$ cat config.mk
export PLATFORM = sky130hd
export DESIGN_NAME = sfp_port
export DESIGN_NICKNAME = d
export VERILOG_FILES = /design/src/hdl/sfp_pkg.sv /design/src/hdl/sfp_port.sv
export SDC_FILE = /design/constraint.sdc
export NUM_CORES = 2
export LEC_CHECK = 0
export BUFFER_PORTS_ARGS = -buffer_cell sky130_fd_sc_hd__buf_4
export CAP_MARGIN = 20
export CORE_MARGIN = 2
export CORE_UTILIZATION = 35
export CTS_CLUSTER_SIZE = 12
export DETAILED_ROUTE_END_ITERATION = 7
export PLACE_DENSITY = 0.56
export SLEW_MARGIN = 15
export SYNTH_ARGS = -nofsm -noshare
export SYNTH_HDL_FRONTEND = slang
export SYNTH_SLANG_ARGS = --single-unit
$ cat constraint.sdc
create_clock -name ref_clk -period 5.15 [get_ports ref_clk]
set_input_delay 0 -clock ref_clk [delete_from_list [all_inputs] [get_ports ref_clk]]
set_output_delay 0 -clock ref_clk [all_outputs]
set_load 0.03 [all_outputs]
$ cat src/hdl/sfp_pkg.sv
`default_nettype none
package sfp_pkg;

  // ==========================================================================
  // Array geometry
  localparam int          ADDR_W     = 20;
  localparam int          PAGE_BYTES = 256;
  localparam logic [19:0] ADDR_TOP   = 20'hFFFFF;
  localparam logic [8:0]  PAGE_FULL  = 9'h100;

  // ==========================================================================
  // Opcodes
  localparam logic [7:0] OP_READ_FAST  = 8'h0B;
  localparam logic [7:0] OP_READ_SLOW  = 8'h03;
  localparam logic [7:0] OP_PAGE_PROG  = 8'h02;
  localparam logic [7:0] OP_WREN       = 8'h06;
  localparam logic [7:0] OP_WRDI       = 8'h04;
  localparam logic [7:0] OP_ERASE_4K   = 8'h20;
  localparam logic [7:0] OP_ERASE_32K  = 8'h52;
  localparam logic [7:0] OP_ERASE_64K  = 8'hD8;
  localparam logic [7:0] OP_CHIP_ERA_A = 8'h60;
  localparam logic [7:0] OP_CHIP_ERA_B = 8'hC7;
  localparam logic [7:0] OP_SEQ_A      = 8'hAD;
  localparam logic [7:0] OP_SEQ_B      = 8'hAF;
  localparam logic [7:0] OP_PROTECT    = 8'h36;
  localparam logic [7:0] OP_UNPROTECT  = 8'h39;
  localparam logic [7:0] OP_PROT_READ  = 8'h3C;
  localparam logic [7:0] OP_STATUS_RD  = 8'h05;
  localparam logic [7:0] OP_STATUS_WR  = 8'h01;
  localparam logic [7:0] OP_ID_READ    = 8'h9F;
  localparam logic [7:0] OP_POWER_DOWN = 8'hB9;
  localparam logic [7:0] OP_RESUME     = 8'hAB;

  // ==========================================================================
  // Status byte layout and reset values
  localparam int         ST_BUSY_BIT  = 0;
  localparam int         ST_LATCH_BIT = 1;
  localparam int         ST_ERROR_BIT = 5;
  localparam logic [2:0] PIN_RESET    = 3'h4;

  // ==========================================================================
  // Timing
  localparam int REF_CLK_MHZ          = 200;
  localparam int PAGE_PROGRAM_TIME_NS = 1000;
  localparam int PAGE_PROGRAM_CYCLES  = (PAGE_PROGRAM_TIME_NS * REF_CLK_MHZ + 999) / 1000;

endpackage
`default_nettype wire

$ cat src/hdl/sfp_port.sv
`timescale 1ns/100ps
`default_nettype none
module sfp_port #(
  parameter int PROG_WAIT_CYCLES = sfp_pkg::PAGE_PROGRAM_CYCLES
) (
  // Clock and reset
  input  wire logic        ref_clk,
  input  wire logic        sys_rst,
  // Serial link pins
  input  wire logic        csN,
  input  wire logic        sck,
  input  wire logic        si,
  output logic             so,
  output logic             soOe,
  // Memory array
  output logic [19:0]      memAddr,
  input  wire logic [7:0]  memRdData,
  output logic             memWrEn,
  output logic [7:0]       memWrData,
  input  wire logic        protHit,
  // Forwarded commands
  output logic             cmdStrobe,
  output logic [7:0]       cmdOpcode,
  output logic [19:0]      cmdAddr,
  output logic [7:0]       cmdData,
  // Status
  output logic             busy,
  output logic             writeLatchFlag,
  output logic             programErrorFlag,
  output logic             seqMode
);

  localparam int WAIT_W = $clog2(PROG_WAIT_CYCLES + 1);

  typedef enum logic [3:0] {
    S_OP, S_ADDR, S_DUMMY, S_RDATA, S_PDATA, S_STAT, S_ARG, S_DONE, S_IGN
  } sfp_state_t;

  typedef enum logic [2:0] {
    P_IDLE, P_WRITE, P_HOLD, P_SETTLE, P_CHECK, P_WAIT
  } sfp_eng_t;

  logic [2:0]        s1_q, s2_q, s3_q, f_q;
  logic [1:0]        prev_q;
  logic              csF, sckF, siF, csRise, sckRise, sckFall;
  sfp_state_t        state_q;
  sfp_eng_t          engState_q;
  logic [2:0]        bitIdx_q, outBit_q;
  logic [1:0]        addrCnt_q;
  logic [6:0]        inSh_q, outSh_q;
  logic [7:0]        byteIn, opcode_q, argData_q, statusByte, loadByte, bufIdx;
  logic [19:0]       addr_q;
  logic [8:0]        dataCnt_q, progLeft_q;
  logic [7:0]        wrIdx_q;
  logic              argGot_q, so_q, soOe_q, wel_q, err_q, seq_q;
  logic              byteDone, isProg, progStart, progAbort, cmdOk;
  logic [11:0]       page_q;
  logic [7:0]        progIdx_q;
  logic [WAIT_W-1:0] waitCnt_q;
  logic [19:0]       memAddr_q;
  logic              memWrEn_q, cmdStrobe_q;
  logic [7:0]        memWrData_q, cmdOpcode_q, cmdData_q;
  logic [19:0]       cmdAddr_q;
  logic [7:0]        pageBuf [sfp_pkg::PAGE_BYTES];

  function automatic sfp_state_t decodeOp(input logic [7:0] op, input logic b,
                                          input logic w, input logic sq);
    decodeOp = S_IGN;
    unique case (op)
      sfp_pkg::OP_READ_FAST, sfp_pkg::OP_READ_SLOW, sfp_pkg::OP_PROTECT,
      sfp_pkg::OP_UNPROTECT, sfp_pkg::OP_PROT_READ: begin
        if (!b) decodeOp = S_ADDR;
      end
      sfp_pkg::OP_PAGE_PROG, sfp_pkg::OP_ERASE_4K, sfp_pkg::OP_ERASE_32K,
      sfp_pkg::OP_ERASE_64K: begin
        if (!b && w) decodeOp = S_ADDR;
      end
      sfp_pkg::OP_SEQ_A, sfp_pkg::OP_SEQ_B: begin
        if (!b && (w || sq)) decodeOp = sq ? S_ARG : S_ADDR;
      end
      sfp_pkg::OP_CHIP_ERA_A, sfp_pkg::OP_CHIP_ERA_B: begin
        if (!b && w) decodeOp = S_DONE;
      end
      sfp_pkg::OP_WREN, sfp_pkg::OP_WRDI, sfp_pkg::OP_ID_READ,
      sfp_pkg::OP_POWER_DOWN, sfp_pkg::OP_RESUME: begin
        if (!b) decodeOp = S_DONE;
      end
      sfp_pkg::OP_STATUS_WR: begin
        if (!b) decodeOp = S_ARG;
      end
      sfp_pkg::OP_STATUS_RD: decodeOp = S_STAT;
      default: decodeOp = S_IGN;
    endcase
  endfunction

  function automatic sfp_state_t afterAddr(input logic [7:0] op);
    afterAddr = S_DONE;
    unique case (op)
      sfp_pkg::OP_READ_FAST: afterAddr = S_DUMMY;
      sfp_pkg::OP_READ_SLOW: afterAddr = S_RDATA;
      sfp_pkg::OP_PAGE_PROG: afterAddr = S_PDATA;
      sfp_pkg::OP_SEQ_A, sfp_pkg::OP_SEQ_B: afterAddr = S_ARG;
      default: afterAddr = S_DONE;
    endcase
  endfunction

  // ==========================================================================
  // Pin synchronisers
  // A filtered bit follows only when the second and third stages agree, so a
  // single-cycle glitch on a pin never becomes a clock edge.
  always_ff @(posedge ref_clk) begin
    if (sys_rst) begin
      s1_q   <= sfp_pkg::PIN_RESET;
      s2_q   <= sfp_pkg::PIN_RESET;
      s3_q   <= sfp_pkg::PIN_RESET;
      f_q    <= sfp_pkg::PIN_RESET;
      prev_q <= 2'h2;
    end else begin
      s1_q   <= {csN, sck, si};
      s2_q   <= s1_q;
      s3_q   <= s2_q;
      f_q    <= (s2_q & s3_q) | (f_q & (s2_q | s3_q));
      prev_q <= f_q[2:1];
    end
  end

  assign csF      = f_q[2];
  assign sckF     = f_q[1];
  assign siF      = f_q[0];
  assign csRise   = csF & ~prev_q[1];
  assign sckRise  = sckF & ~prev_q[0] & ~csF;
  assign sckFall  = ~sckF & prev_q[0] & ~csF;
  assign byteIn   = {inSh_q, siF};
  assign byteDone = sckRise && (bitIdx_q == 3'h7);
  assign busy     = (engState_q != P_IDLE);
  assign bufIdx   = addr_q[7:0] + wrIdx_q;
  assign isProg   = (opcode_q == sfp_pkg::OP_PAGE_PROG);

  // Start only with address, at least one whole byte and a clean byte edge.
  assign progStart = csRise && isProg && (state_q == S_PDATA) && (dataCnt_q != 9'h000)
                     && (bitIdx_q == 3'h0) && !protHit;
  assign progAbort = csRise && isProg && (state_q == S_ADDR || state_q == S_PDATA)
                     && !progStart;
  assign cmdOk     = csRise && (bitIdx_q == 3'h0)
                     && (state_q == S_DONE || (state_q == S_ARG && argGot_q));

  always_comb begin
    statusByte                        = 8'h00;
    statusByte[sfp_pkg::ST_BUSY_BIT]  = busy;
    statusByte[sfp_pkg::ST_LATCH_BIT] = wel_q;
    statusByte[sfp_pkg::ST_ERROR_BIT] = err_q;
    loadByte = (state_q == S_RDATA) ? memRdData : statusByte;
  end

  // ==========================================================================
  // Command sequencer and serial output
  always_ff @(posedge ref_clk) begin
    if (sys_rst) begin
      state_q   <= S_OP;
      bitIdx_q  <= 3'h0;
      outBit_q  <= 3'h0;
      addrCnt_q <= 2'h0;
      inSh_q    <= 7'h00;
      outSh_q   <= 7'h00;
      opcode_q  <= 8'h00;
      argData_q <= 8'h00;
      addr_q    <= 20'h00000;
      dataCnt_q <= 9'h000;
      wrIdx_q   <= 8'h00;
      argGot_q  <= 1'b0;
      so_q      <= 1'b0;
    end else if (csF) begin
      state_q   <= S_OP;
      bitIdx_q  <= 3'h0;
      outBit_q  <= 3'h0;
      addrCnt_q <= 2'h0;
      dataCnt_q <= 9'h000;
      wrIdx_q   <= 8'h00;
      argGot_q  <= 1'b0;
    end else if (sckRise) begin
      inSh_q   <= byteIn[6:0];
      bitIdx_q <= bitIdx_q + 3'h1;
      if (byteDone) begin
        unique case (state_q)
          S_OP: begin
            opcode_q <= byteIn;
            state_q  <= decodeOp(byteIn, busy, wel_q, seq_q);
          end
          S_ADDR: begin
            addr_q    <= {addr_q[11:0], byteIn};
            addrCnt_q <= addrCnt_q + 2'h1;
            if (addrCnt_q == 2'h2) begin
              state_q <= afterAddr(opcode_q);
            end
          end
          S_DUMMY: state_q <= S_RDATA;
          S_PDATA: begin
            // The slot index keeps turning after the count saturates, so each
            // byte beyond a full page overwrites the oldest one.
            wrIdx_q <= wrIdx_q + 8'h01;
            if (dataCnt_q != sfp_pkg::PAGE_FULL) begin
              dataCnt_q <= dataCnt_q + 9'h001;
            end
          end
          S_ARG: begin
            argData_q <= byteIn;
            argGot_q  <= 1'b1;
          end
          S_RDATA, S_STAT, S_DONE, S_IGN: begin
          end
        endcase
      end
    end else if (sckFall && (state_q == S_RDATA || state_q == S_STAT)) begin
      outBit_q <= outBit_q + 3'h1;
      if (outBit_q == 3'h0) begin
        so_q    <= loadByte[7];
        outSh_q <= loadByte[6:0];
        if (state_q == S_RDATA) begin
          addr_q <= addr_q + 20'h00001;
        end
      end else begin
        so_q    <= outSh_q[6];
        outSh_q <= {outSh_q[5:0], 1'b0};
      end
    end
  end

  always_ff @(posedge ref_clk) begin
    if (sys_rst) begin
      soOe_q <= 1'b0;
    end else begin
      soOe_q <= !csF && (state_q == S_RDATA || state_q == S_STAT);
    end
  end

  // ==========================================================================
  // Page buffer
  // No reset: stale bytes are never programmed because only the received
  // count is written back.
  always_ff @(posedge ref_clk) begin
    if (byteDone && state_q == S_PDATA) begin
      pageBuf[bufIdx] <= byteIn;
    end
  end

  // ==========================================================================
  // Self-timed program engine
  always_ff @(posedge ref_clk) begin
    if (sys_rst) begin
      engState_q <= P_IDLE;
      page_q     <= 12'h000;
      progIdx_q  <= 8'h00;
      progLeft_q <= 9'h000;
      waitCnt_q  <= '0;
    end else begin
      unique case (engState_q)
        P_IDLE: begin
          if (progStart) begin
            engState_q <= P_WRITE;
            page_q     <= addr_q[19:8];
            progIdx_q  <= addr_q[7:0];
            progLeft_q <= dataCnt_q;
          end
        end
        P_WRITE:  engState_q <= P_HOLD;
        P_HOLD:   engState_q <= P_SETTLE;
        P_SETTLE: engState_q <= P_CHECK;
        P_CHECK: begin
          progIdx_q  <= progIdx_q + 8'h01;
          progLeft_q <= progLeft_q - 9'h001;
          if (progLeft_q == 9'h001) begin
            engState_q <= P_WAIT;
            waitCnt_q  <= WAIT_W'(PROG_WAIT_CYCLES - 1);
          end else begin
            engState_q <= P_WRITE;
          end
        end
        P_WAIT: begin
          if (waitCnt_q == '0) begin
            engState_q <= P_IDLE;
          end else begin
            waitCnt_q <= waitCnt_q - WAIT_W'(1);
          end
        end
      endcase
    end
  end

  // The read port is shared: while programming it points at the byte under
  // verification, so array reads are refused until the engine is idle.
  always_ff @(posedge ref_clk) begin
    if (sys_rst) begin
      memAddr_q   <= 20'h00000;
      memWrEn_q   <= 1'b0;
      memWrData_q <= 8'h00;
    end else begin
      memWrEn_q <= (engState_q == P_WRITE);
      if (engState_q == P_IDLE) begin
        memAddr_q <= addr_q;
      end else if (engState_q == P_WRITE) begin
        memAddr_q   <= {page_q, progIdx_q};
        memWrData_q <= pageBuf[progIdx_q];
      end
    end
  end

  // ==========================================================================
  // Status flags
  always_ff @(posedge ref_clk) begin
    if (sys_rst) begin
      err_q <= 1'b0;
    end else if (engState_q == P_CHECK && memRdData != memWrData_q) begin
      err_q <= 1'b1;
    end else if (progStart) begin
      err_q <= 1'b0;
    end
  end

  always_ff @(posedge ref_clk) begin
    if (sys_rst) begin
      wel_q <= 1'b0;
    end else if (progAbort || (engState_q == P_CHECK && progLeft_q == 9'h001)) begin
      wel_q <= 1'b0;
    end else if (cmdOk && opcode_q == sfp_pkg::OP_WREN) begin
      wel_q <= 1'b1;
    end else if (cmdOk && opcode_q == sfp_pkg::OP_WRDI) begin
      wel_q <= 1'b0;
    end
  end

  always_ff @(posedge ref_clk) begin
    if (sys_rst) begin
      seq_q <= 1'b0;
    end else if (cmdOk && opcode_q == sfp_pkg::OP_WRDI) begin
      seq_q <= 1'b0;
    end else if (cmdOk && (opcode_q == sfp_pkg::OP_SEQ_A || opcode_q == sfp_pkg::OP_SEQ_B)) begin
      seq_q <= 1'b1;
    end
  end

  // ==========================================================================
  // Forwarded commands
  always_ff @(posedge ref_clk) begin
    if (sys_rst) begin
      cmdStrobe_q <= 1'b0;
      cmdOpcode_q <= 8'h00;
      cmdAddr_q   <= 20'h00000;
      cmdData_q   <= 8'h00;
    end else begin
      cmdStrobe_q <= cmdOk && opcode_q != sfp_pkg::OP_WREN
                     && opcode_q != sfp_pkg::OP_WRDI;
      if (cmdOk) begin
        cmdOpcode_q <= opcode_q;
        cmdAddr_q   <= addr_q;
        cmdData_q   <= argData_q;
      end
    end
  end

  assign so               = so_q;
  assign soOe             = soOe_q;
  assign memAddr          = memAddr_q;
  assign memWrEn          = memWrEn_q;
  assign memWrData        = memWrData_q;
  assign cmdStrobe        = cmdStrobe_q;
  assign cmdOpcode        = cmdOpcode_q;
  assign cmdAddr          = cmdAddr_q;
  assign cmdData          = cmdData_q;
  assign writeLatchFlag   = wel_q;
  assign programErrorFlag = err_q;
  assign seqMode          = seq_q;
endmodule
`default_nettype wire

# Yosys cells after proc, flatten, opt, wreduce, memory -nomap -nowiden
# Memory sizes are Yosys's and may differ from the RTL's. A register that Yosys moved wholly into a read port is not among the register bits.
# Index checks and enable logic that the tools add are counted.
# Widths: inputs -> output; s select.
[totals]
in_bits = 14
output_inout_bits = 72
register_bits = 197
ramBits = 2048
memories = 1
elab_cells = 225
[classes]
n_reduce_logical = 74
n_bitwise = 15
n_eq_ne = 53
mux = 39
n_addsub = 10
[memory_table]
columns = ["name", "words", "width", "read_ports", "rd_ports_with_merged_regs", "write_ports", "line", "text"]
rows = [
  ["pageBuf", 256, 8, 1, 1, 1, "sfp_port.sv:64", "logic [7:0] pageBuf [sfp_pkg::PAGE_BYTES];"],
]
[op_table]
columns = ["cell", "n"]
rows = [
  ["$mux 20", 8],
  ["$eq 8x8->1 const B", 9],
  ["$eq 8x3->1 const B", 5],
  ["$eq 8x2->1 const B", 4],
  ["$eq 8x6->1 const B", 4],
  ["$mux 8", 4],
  ["$pmux 8 s2", 2],
  ["$mux 4", 7],
  ["$pmux 4 s7", 1],
  ["$logic_and 1x1->1", 23],
  ["$add 20x1->20 const B", 1],
  ["$pmux 3 s6", 1],
  ["$pmux 9 s2", 1],
  ["$add 8x1->8 const B", 2],
  ["$eq 4x3->1 const B", 4],
  ["$eq 8x4->1 const B", 2],
  ["$eq 8x7->1 const B", 2],
  ["$ne 8x3->1 const B", 2],
  ["$reduce_and 4->1", 4],
  ["$reduce_bool 2->1", 8],
  ["$reduce_and 3->1", 5],
  ["$mux 3", 4],
  ["$pmux 3 s4", 1],
  ["$pmux 4 s3", 1],
  ["other kinds (37)", 86],
]

# Logic depth before layout (Yosys ltp)
[depth]
ltp_word = 11
mapped_depth = 13
depth_no_buf = 9

# Worst setup path after synthesis
# Ideal clock, no wire load.
[synth_path]
path_type = "register -> register"
from = "register inSh_q[3]"
to = "register state_q[0]"
setup_slack_ps = -301
required_time_ps = 5026
n_path_buf = 2
stages_incl_launch_ff = 9
arrival_time_ps = 5327
period_less_slack_ps = 5451
setup_time_ps = 124
cell_sequence = "dfxtp_1 -> clkbuf_1 -> clkbuf_1 -> nor4_1 -> a22oi_1 -> o22ai_1 -> a2111o_1 -> a211oi_1 -> nor3_1"
[synth_between]
elab_chain_cells = 4
word_cells_on_any_way = 27
cone_classes = "20 x eq/ne; 2 x mux; 5 x reduce/logical"
[synth_rtl]
columns = ["element", "line", "text"]
rows = [
  ["start, declared", "sfp_port.sv:50", "logic [6:0] inSh_q, outSh_q;"],
  ["start signal, assigned", "sfp_port.sv:181", "inSh_q <= byteIn[6:0];"],
  ["$eq 8x3->1 (tied with other cells)", "sfp_port.sv:69", "unique case (op)"],
  ["$reduce_or 5->1 (tied with other cells)", "sfp_port.sv:69", ""],
  ["$pmux 4 s7 *", "sfp_port.sv:69", ""],
  ["$pmux 4 s3 *", "sfp_port.sv:184", "unique case (state_q)"],
  ["end signal, assigned", "sfp_port.sv:187", "state_q <= decodeOp(byteIn, busy, wel_q, seq_q);"],
  ["end signal, assigned", "sfp_port.sv:193", "state_q <= afterAddr(opcode_q);"],
  ["end, declared", "sfp_port.sv:46", "sfp_state_t state_q;"],
]
# Mark *: on every way between the ends. The rest lies on a longest branch, timed or not.
# A chain may end at the register's enable or synchronous reset.

# Worst setup path in the final report
[layout_path]
from = "register wrIdx_q[1]"
to = "memory pageBuf[165][4] (enable)"
[layout_between]
elab_chain_cells = 1
[layout_rtl]
columns = ["element", "line", "text"]
rows = [
  ["start, declared", "sfp_port.sv:54", "logic [7:0] wrIdx_q;"],
  ["start signal, assigned", "sfp_port.sv:200", "wrIdx_q <= wrIdx_q + 8'h01;"],
  ["$add 8x8->8", "sfp_port.sv:136", "assign bufIdx = addr_q[7:0] + wrIdx_q;"],
  ["end, declared", "sfp_port.sv:64", ""],
]
# No other way between the ends.

==> results list <==
- The first routing iteration left just over 6000 violations.
- X dimension of the die: around 500 um
- In this run the biggest area consumer among cell types represents approximately 70% of the synthesized area.
* Overall die area: about 260000 um2
* Clock latency on the worst-skew pair: 0.90 ns
- Vias per inst: between 5 and 6
- Setup violations, final: 0
* Via count of the first global-routing pass: 48500
* Leading area contributor after synthesis: sky130_fd_sc_hd__edfxtp_1
- The number of nets handed over by synthesis was 4990.
* Required time of the critical path: 5.63 ns
- Sequential fraction of the synthesis area: roughly three quarters
- The count of pins over their slew limit was 0.
- The number of cells on the worst reg-to-reg path is 9.
- Highest net fanout along the worst path: 19
- Resized cells post-CTS: 0
- Global routing used around a fifth of the available tracks.
- The worst register-to-register path begins at wrIdx_q[1].
* Yosys synthesis warning count: 0
- Capture point of the worst path: pageBuf[165][4]
- From bottom edge to top edge, the die measures just over 500 um.
* Share of post-route cells with drive strength above 1: about 23%
- H-tree level count: 4
- In the synthesized netlist the dominant register cell turns out to be sky130_fd_sc_hd__edfxtp_1.
- Area of the mapped netlist: just under 90000 um2
- Dividing the final minimum period by the clock period gives 91.3%.
* Cell at the root of the clock tree: sky130_fd_sc_hd__clkbuf_16
- Wire length of the first global-routing pass: between 300000 and 400000 um
* Most frequently used cell type in the post-synthesis netlist: sky130_fd_sc_hd__edfxtp_1
- Leakage component of the power: approximately 0.032 uW
* Row count: about 190
- Clock tree synthesis found a total of roughly 2300 sinks.
- Cell Pwr Density: 348 nW/um2
- Static timing analysis puts the maximum clock frequency at approximately 210 MHz.
- Total negative setup slack: 0 ns
- Counting every instance in the synthesized netlist gives 4953.
- Final Skew: approximately 0.07 ns
- Pin count of the biggest net entering global routing: between 150 and 200
* Maximum VDD drop: 294 uV
- Total core area: ~250000 um2
- STA classifies the critical path startpoint as a flop.
* CTS tree: built
* Register-to-register setup slack: between 0.4 and 0.5 ns
- Arrival time of data at the critical path endpoint: ~5.2 ns
- Terminus of the critical flop-to-flop path: pageBuf[165][4]
* Run status: complete, no violations
* Overall routed net length: about 270000 um
- Final Core Density: around two fifths
* Period minus WS final: roughly 4.7 ns
* Distinct cell type count of the synthesized netlist: 84
- The commonest cells after synthesis are 2048 x sky130_fd_sc_hd__edfxtp_1, 499 x sky130_fd_sc_hd__mux4_2, 428 x sky130_fd_sc_hd__nor2_1.
- Boundary Pins: 86
- Number of max-capacitance violations reported: 0
- The count of nets left with antenna violations once routing finished came out at 0.
- Compared with the post-synthesis result, the final layout area differs by 15.2%.
* Number of buffers created by CTS: 230
* Worst hold path class: primary input to flop
- Remaining global-route overflow: 0
* Startpoint of the worst setup timing path: wrIdx_q[1]
* Number of antenna violations at the first check in global routing: 9
- Effective utilization at floorplan: a little over a third
- Average wire per cell in the routed design: 30.0 um
- Post-CTS setup repair buffer count: 0
- Clock-pin slew of the registers on the worst-case setup and hold paths: approximately 0.06 ns
- The worst setup path is of the flop to flop kind.
* Via total after detailed routing: roughly 50000
- During placement, the flow inserted port buffers numbering 85.
* Slew headroom: between 10% and 20%
* Total of flip-flops plus latches after synthesis: between 2000 and 2500
- After detailed routing, the number of remaining DRC violations is 0.
- Ranked by total cell area, the synthesized netlist is headed by sky130_fd_sc_hd__edfxtp_1 69%, sky130_fd_sc_hd__mux4_2 13%, sky130_fd_sc_hd__dfxtp_1 4.6%.
* Mean instance size in the synthesized netlist: about 18 um2
- For the pin with the worst max-slew slack, the measured transition is ~1.2 ns.
- Setup repair after global routing left no endpoint under its margin.
- Fraction of registers with async set/reset: 0%
- The total count of hold-check failures in the final report was 0.
- The net count of the finished layout is ~5300.
* Kind of end point of the critical path: flop
* Bufs on Longest Clock Path: 3
- Final GP Congestion: 0.907
- The first detailed-routing pass took 6 iterations.
- Detailed placement finished with a half-perimeter wire length of roughly 170000 um.
- Counting flops with a built-in enable in the synthesized netlist gives just over 2000.
critical path, cell delays in order, from the launching register on:
cell and delay [ns]:
sky130_fd_sc_hd__dfxtp_1 0.44, sky130_fd_sc_hd__ha_1 0.27, sky130_fd_sc_hd__a21o_1 0.19, sky130_fd_sc_hd__a21oi_1 0.30
sky130_fd_sc_hd__o21bai_1 0.13, sky130_fd_sc_hd__a21oi_1 0.50, sky130_fd_sc_hd__xnor2_2 0.35, sky130_fd_sc_hd__buf_4 0.30
sky130_fd_sc_hd__nand3_1 0.73, sky130_fd_sc_hd__nor2_1 1.05
through the flow:
stage	std cells	setup WS [ns]	hold slack [ns]	area (um2)	total power, uW
floorplan	4953	0.0136	0.104	89500	20100
finish	8839	0.446	0.0866	103000	35900
CTS	8830	0.484	0.00266	103000	36100
global placement	8403	0.741	0.189	95500	20100
detailed placement	8406	0.556	0.197	95500	20100
global route	8833	0.225	0.0573	103000	36800
area by class of cell:
cell class / instances / area (um2)
flip-flops and latches: 2253 / 65700
clock inverters: 92 / 1070
diodes: 8 / 20.0
fillers: 22700 / 151000
repair buffers: 421 / 3600
clock buffers: 307 / 6160
multi-input cells: 2362 / 22200
well taps: 3366 / 4210
inverters: 30 / 118
how the worst min path moves through the flow:
stage	startpoint	to	slack, ns	cells past startpoint
6_report	memRdData[6]	outSh_q[6]	0.09	4
5_1_grt	memRdData[6]	outSh_q[6]	0.06	4
4_1_cts	memRdData[7]	so	0.003	4
3_5_place_dp	csN	s1_q[2]	0.20	2
3_3_place_gp	csN	s1_q[2]	0.19	2
2_1_floorplan	csN	s1_q[2]	0.10	1
kinds of logic (layout without fill, tap and decap cells):
kind of cell	count (synthesis)	in the layout	synth area share (%)
muxes	668	668	14.5
buffers and inverters	338	850	1.99
AOI/OAI and AO/OA	583	583	4.32
and+or+nand+nor	1041	1041	5.13
adders and majority gates	23	23	0.330
DFF	2253	2253	73.3
other	0	8	0
xor gates and xnor gates	47	47	0.460
report_power, final:
group	total, uW	internal [uW]	switching [uW]
combinational	62.2	24.1	38.1
clock	16200	9080	7080
sequential	19600	19600	2.46
total	35900	28700	7120
per-layer routing:
layer | track usage, % | vias to the layer above | share of wire, %
li1 | - | 20600 | -
met1 | 28.2 | 26100 | 42
met2 | 30.9 | 2379 | 46
met3 | 4.35 | 481 | 8.8
met4 | 7.50 | 6 | 4.0
met5 | 0 | - | 0.015
cells in the final DEF (no fill, tap or decap), types with 26 or more instances in the layout:
master and count:
sky130_fd_sc_hd__o21ai_0 71, sky130_fd_sc_hd__dfxtp_1 190, sky130_fd_sc_hd__a221oi_1 29, sky130_fd_sc_hd__a21oi_1 183, sky130_fd_sc_hd__mux2i_1 158, sky130_fd_sc_hd__nand3_1 116
sky130_fd_sc_hd__nor3_1 31, sky130_fd_sc_hd__xor2_1 26, sky130_fd_sc_hd__nor2_1 425, sky130_fd_sc_hd__clkinv_1 35, sky130_fd_sc_hd__clkbuf_1 65, sky130_fd_sc_hd__clkbuf_16 231
sky130_fd_sc_hd__o22ai_1 41, sky130_fd_sc_hd__a22oi_1 44, sky130_fd_sc_hd__mux4_2 499, sky130_fd_sc_hd__a211oi_1 33, sky130_fd_sc_hd__buf_4 365, sky130_fd_sc_hd__nand2_1 310
sky130_fd_sc_hd__inv_1 26, sky130_fd_sc_hd__edfxtp_1 2048, sky130_fd_sc_hd__buf_12 27
repair_timing:
item / 4_1_cts / 5_1_grt
endpoints found under the setup margin: 0 / 0
hold endpoints to repair: 151 / 0
hold buffers: 25 / 0
registers in the layout (all words and copies together), names as in the netlist, 4 cells and up:
signal      flops
progLeft_q      9
progIdx_q       8
cmdOpcode       8
wrIdx_q         8
cmdAddr        20
memAddr        20
waitCnt_q       8
page_q         12
pageBuf      2048
opcode_q        8
dataCnt_q       9
argData_q       8
cmdData         8
addr_q         20
state_q         4
inSh_q          7
outSh_q         7
memWrData       8
(Power assumes the default switching activity.)
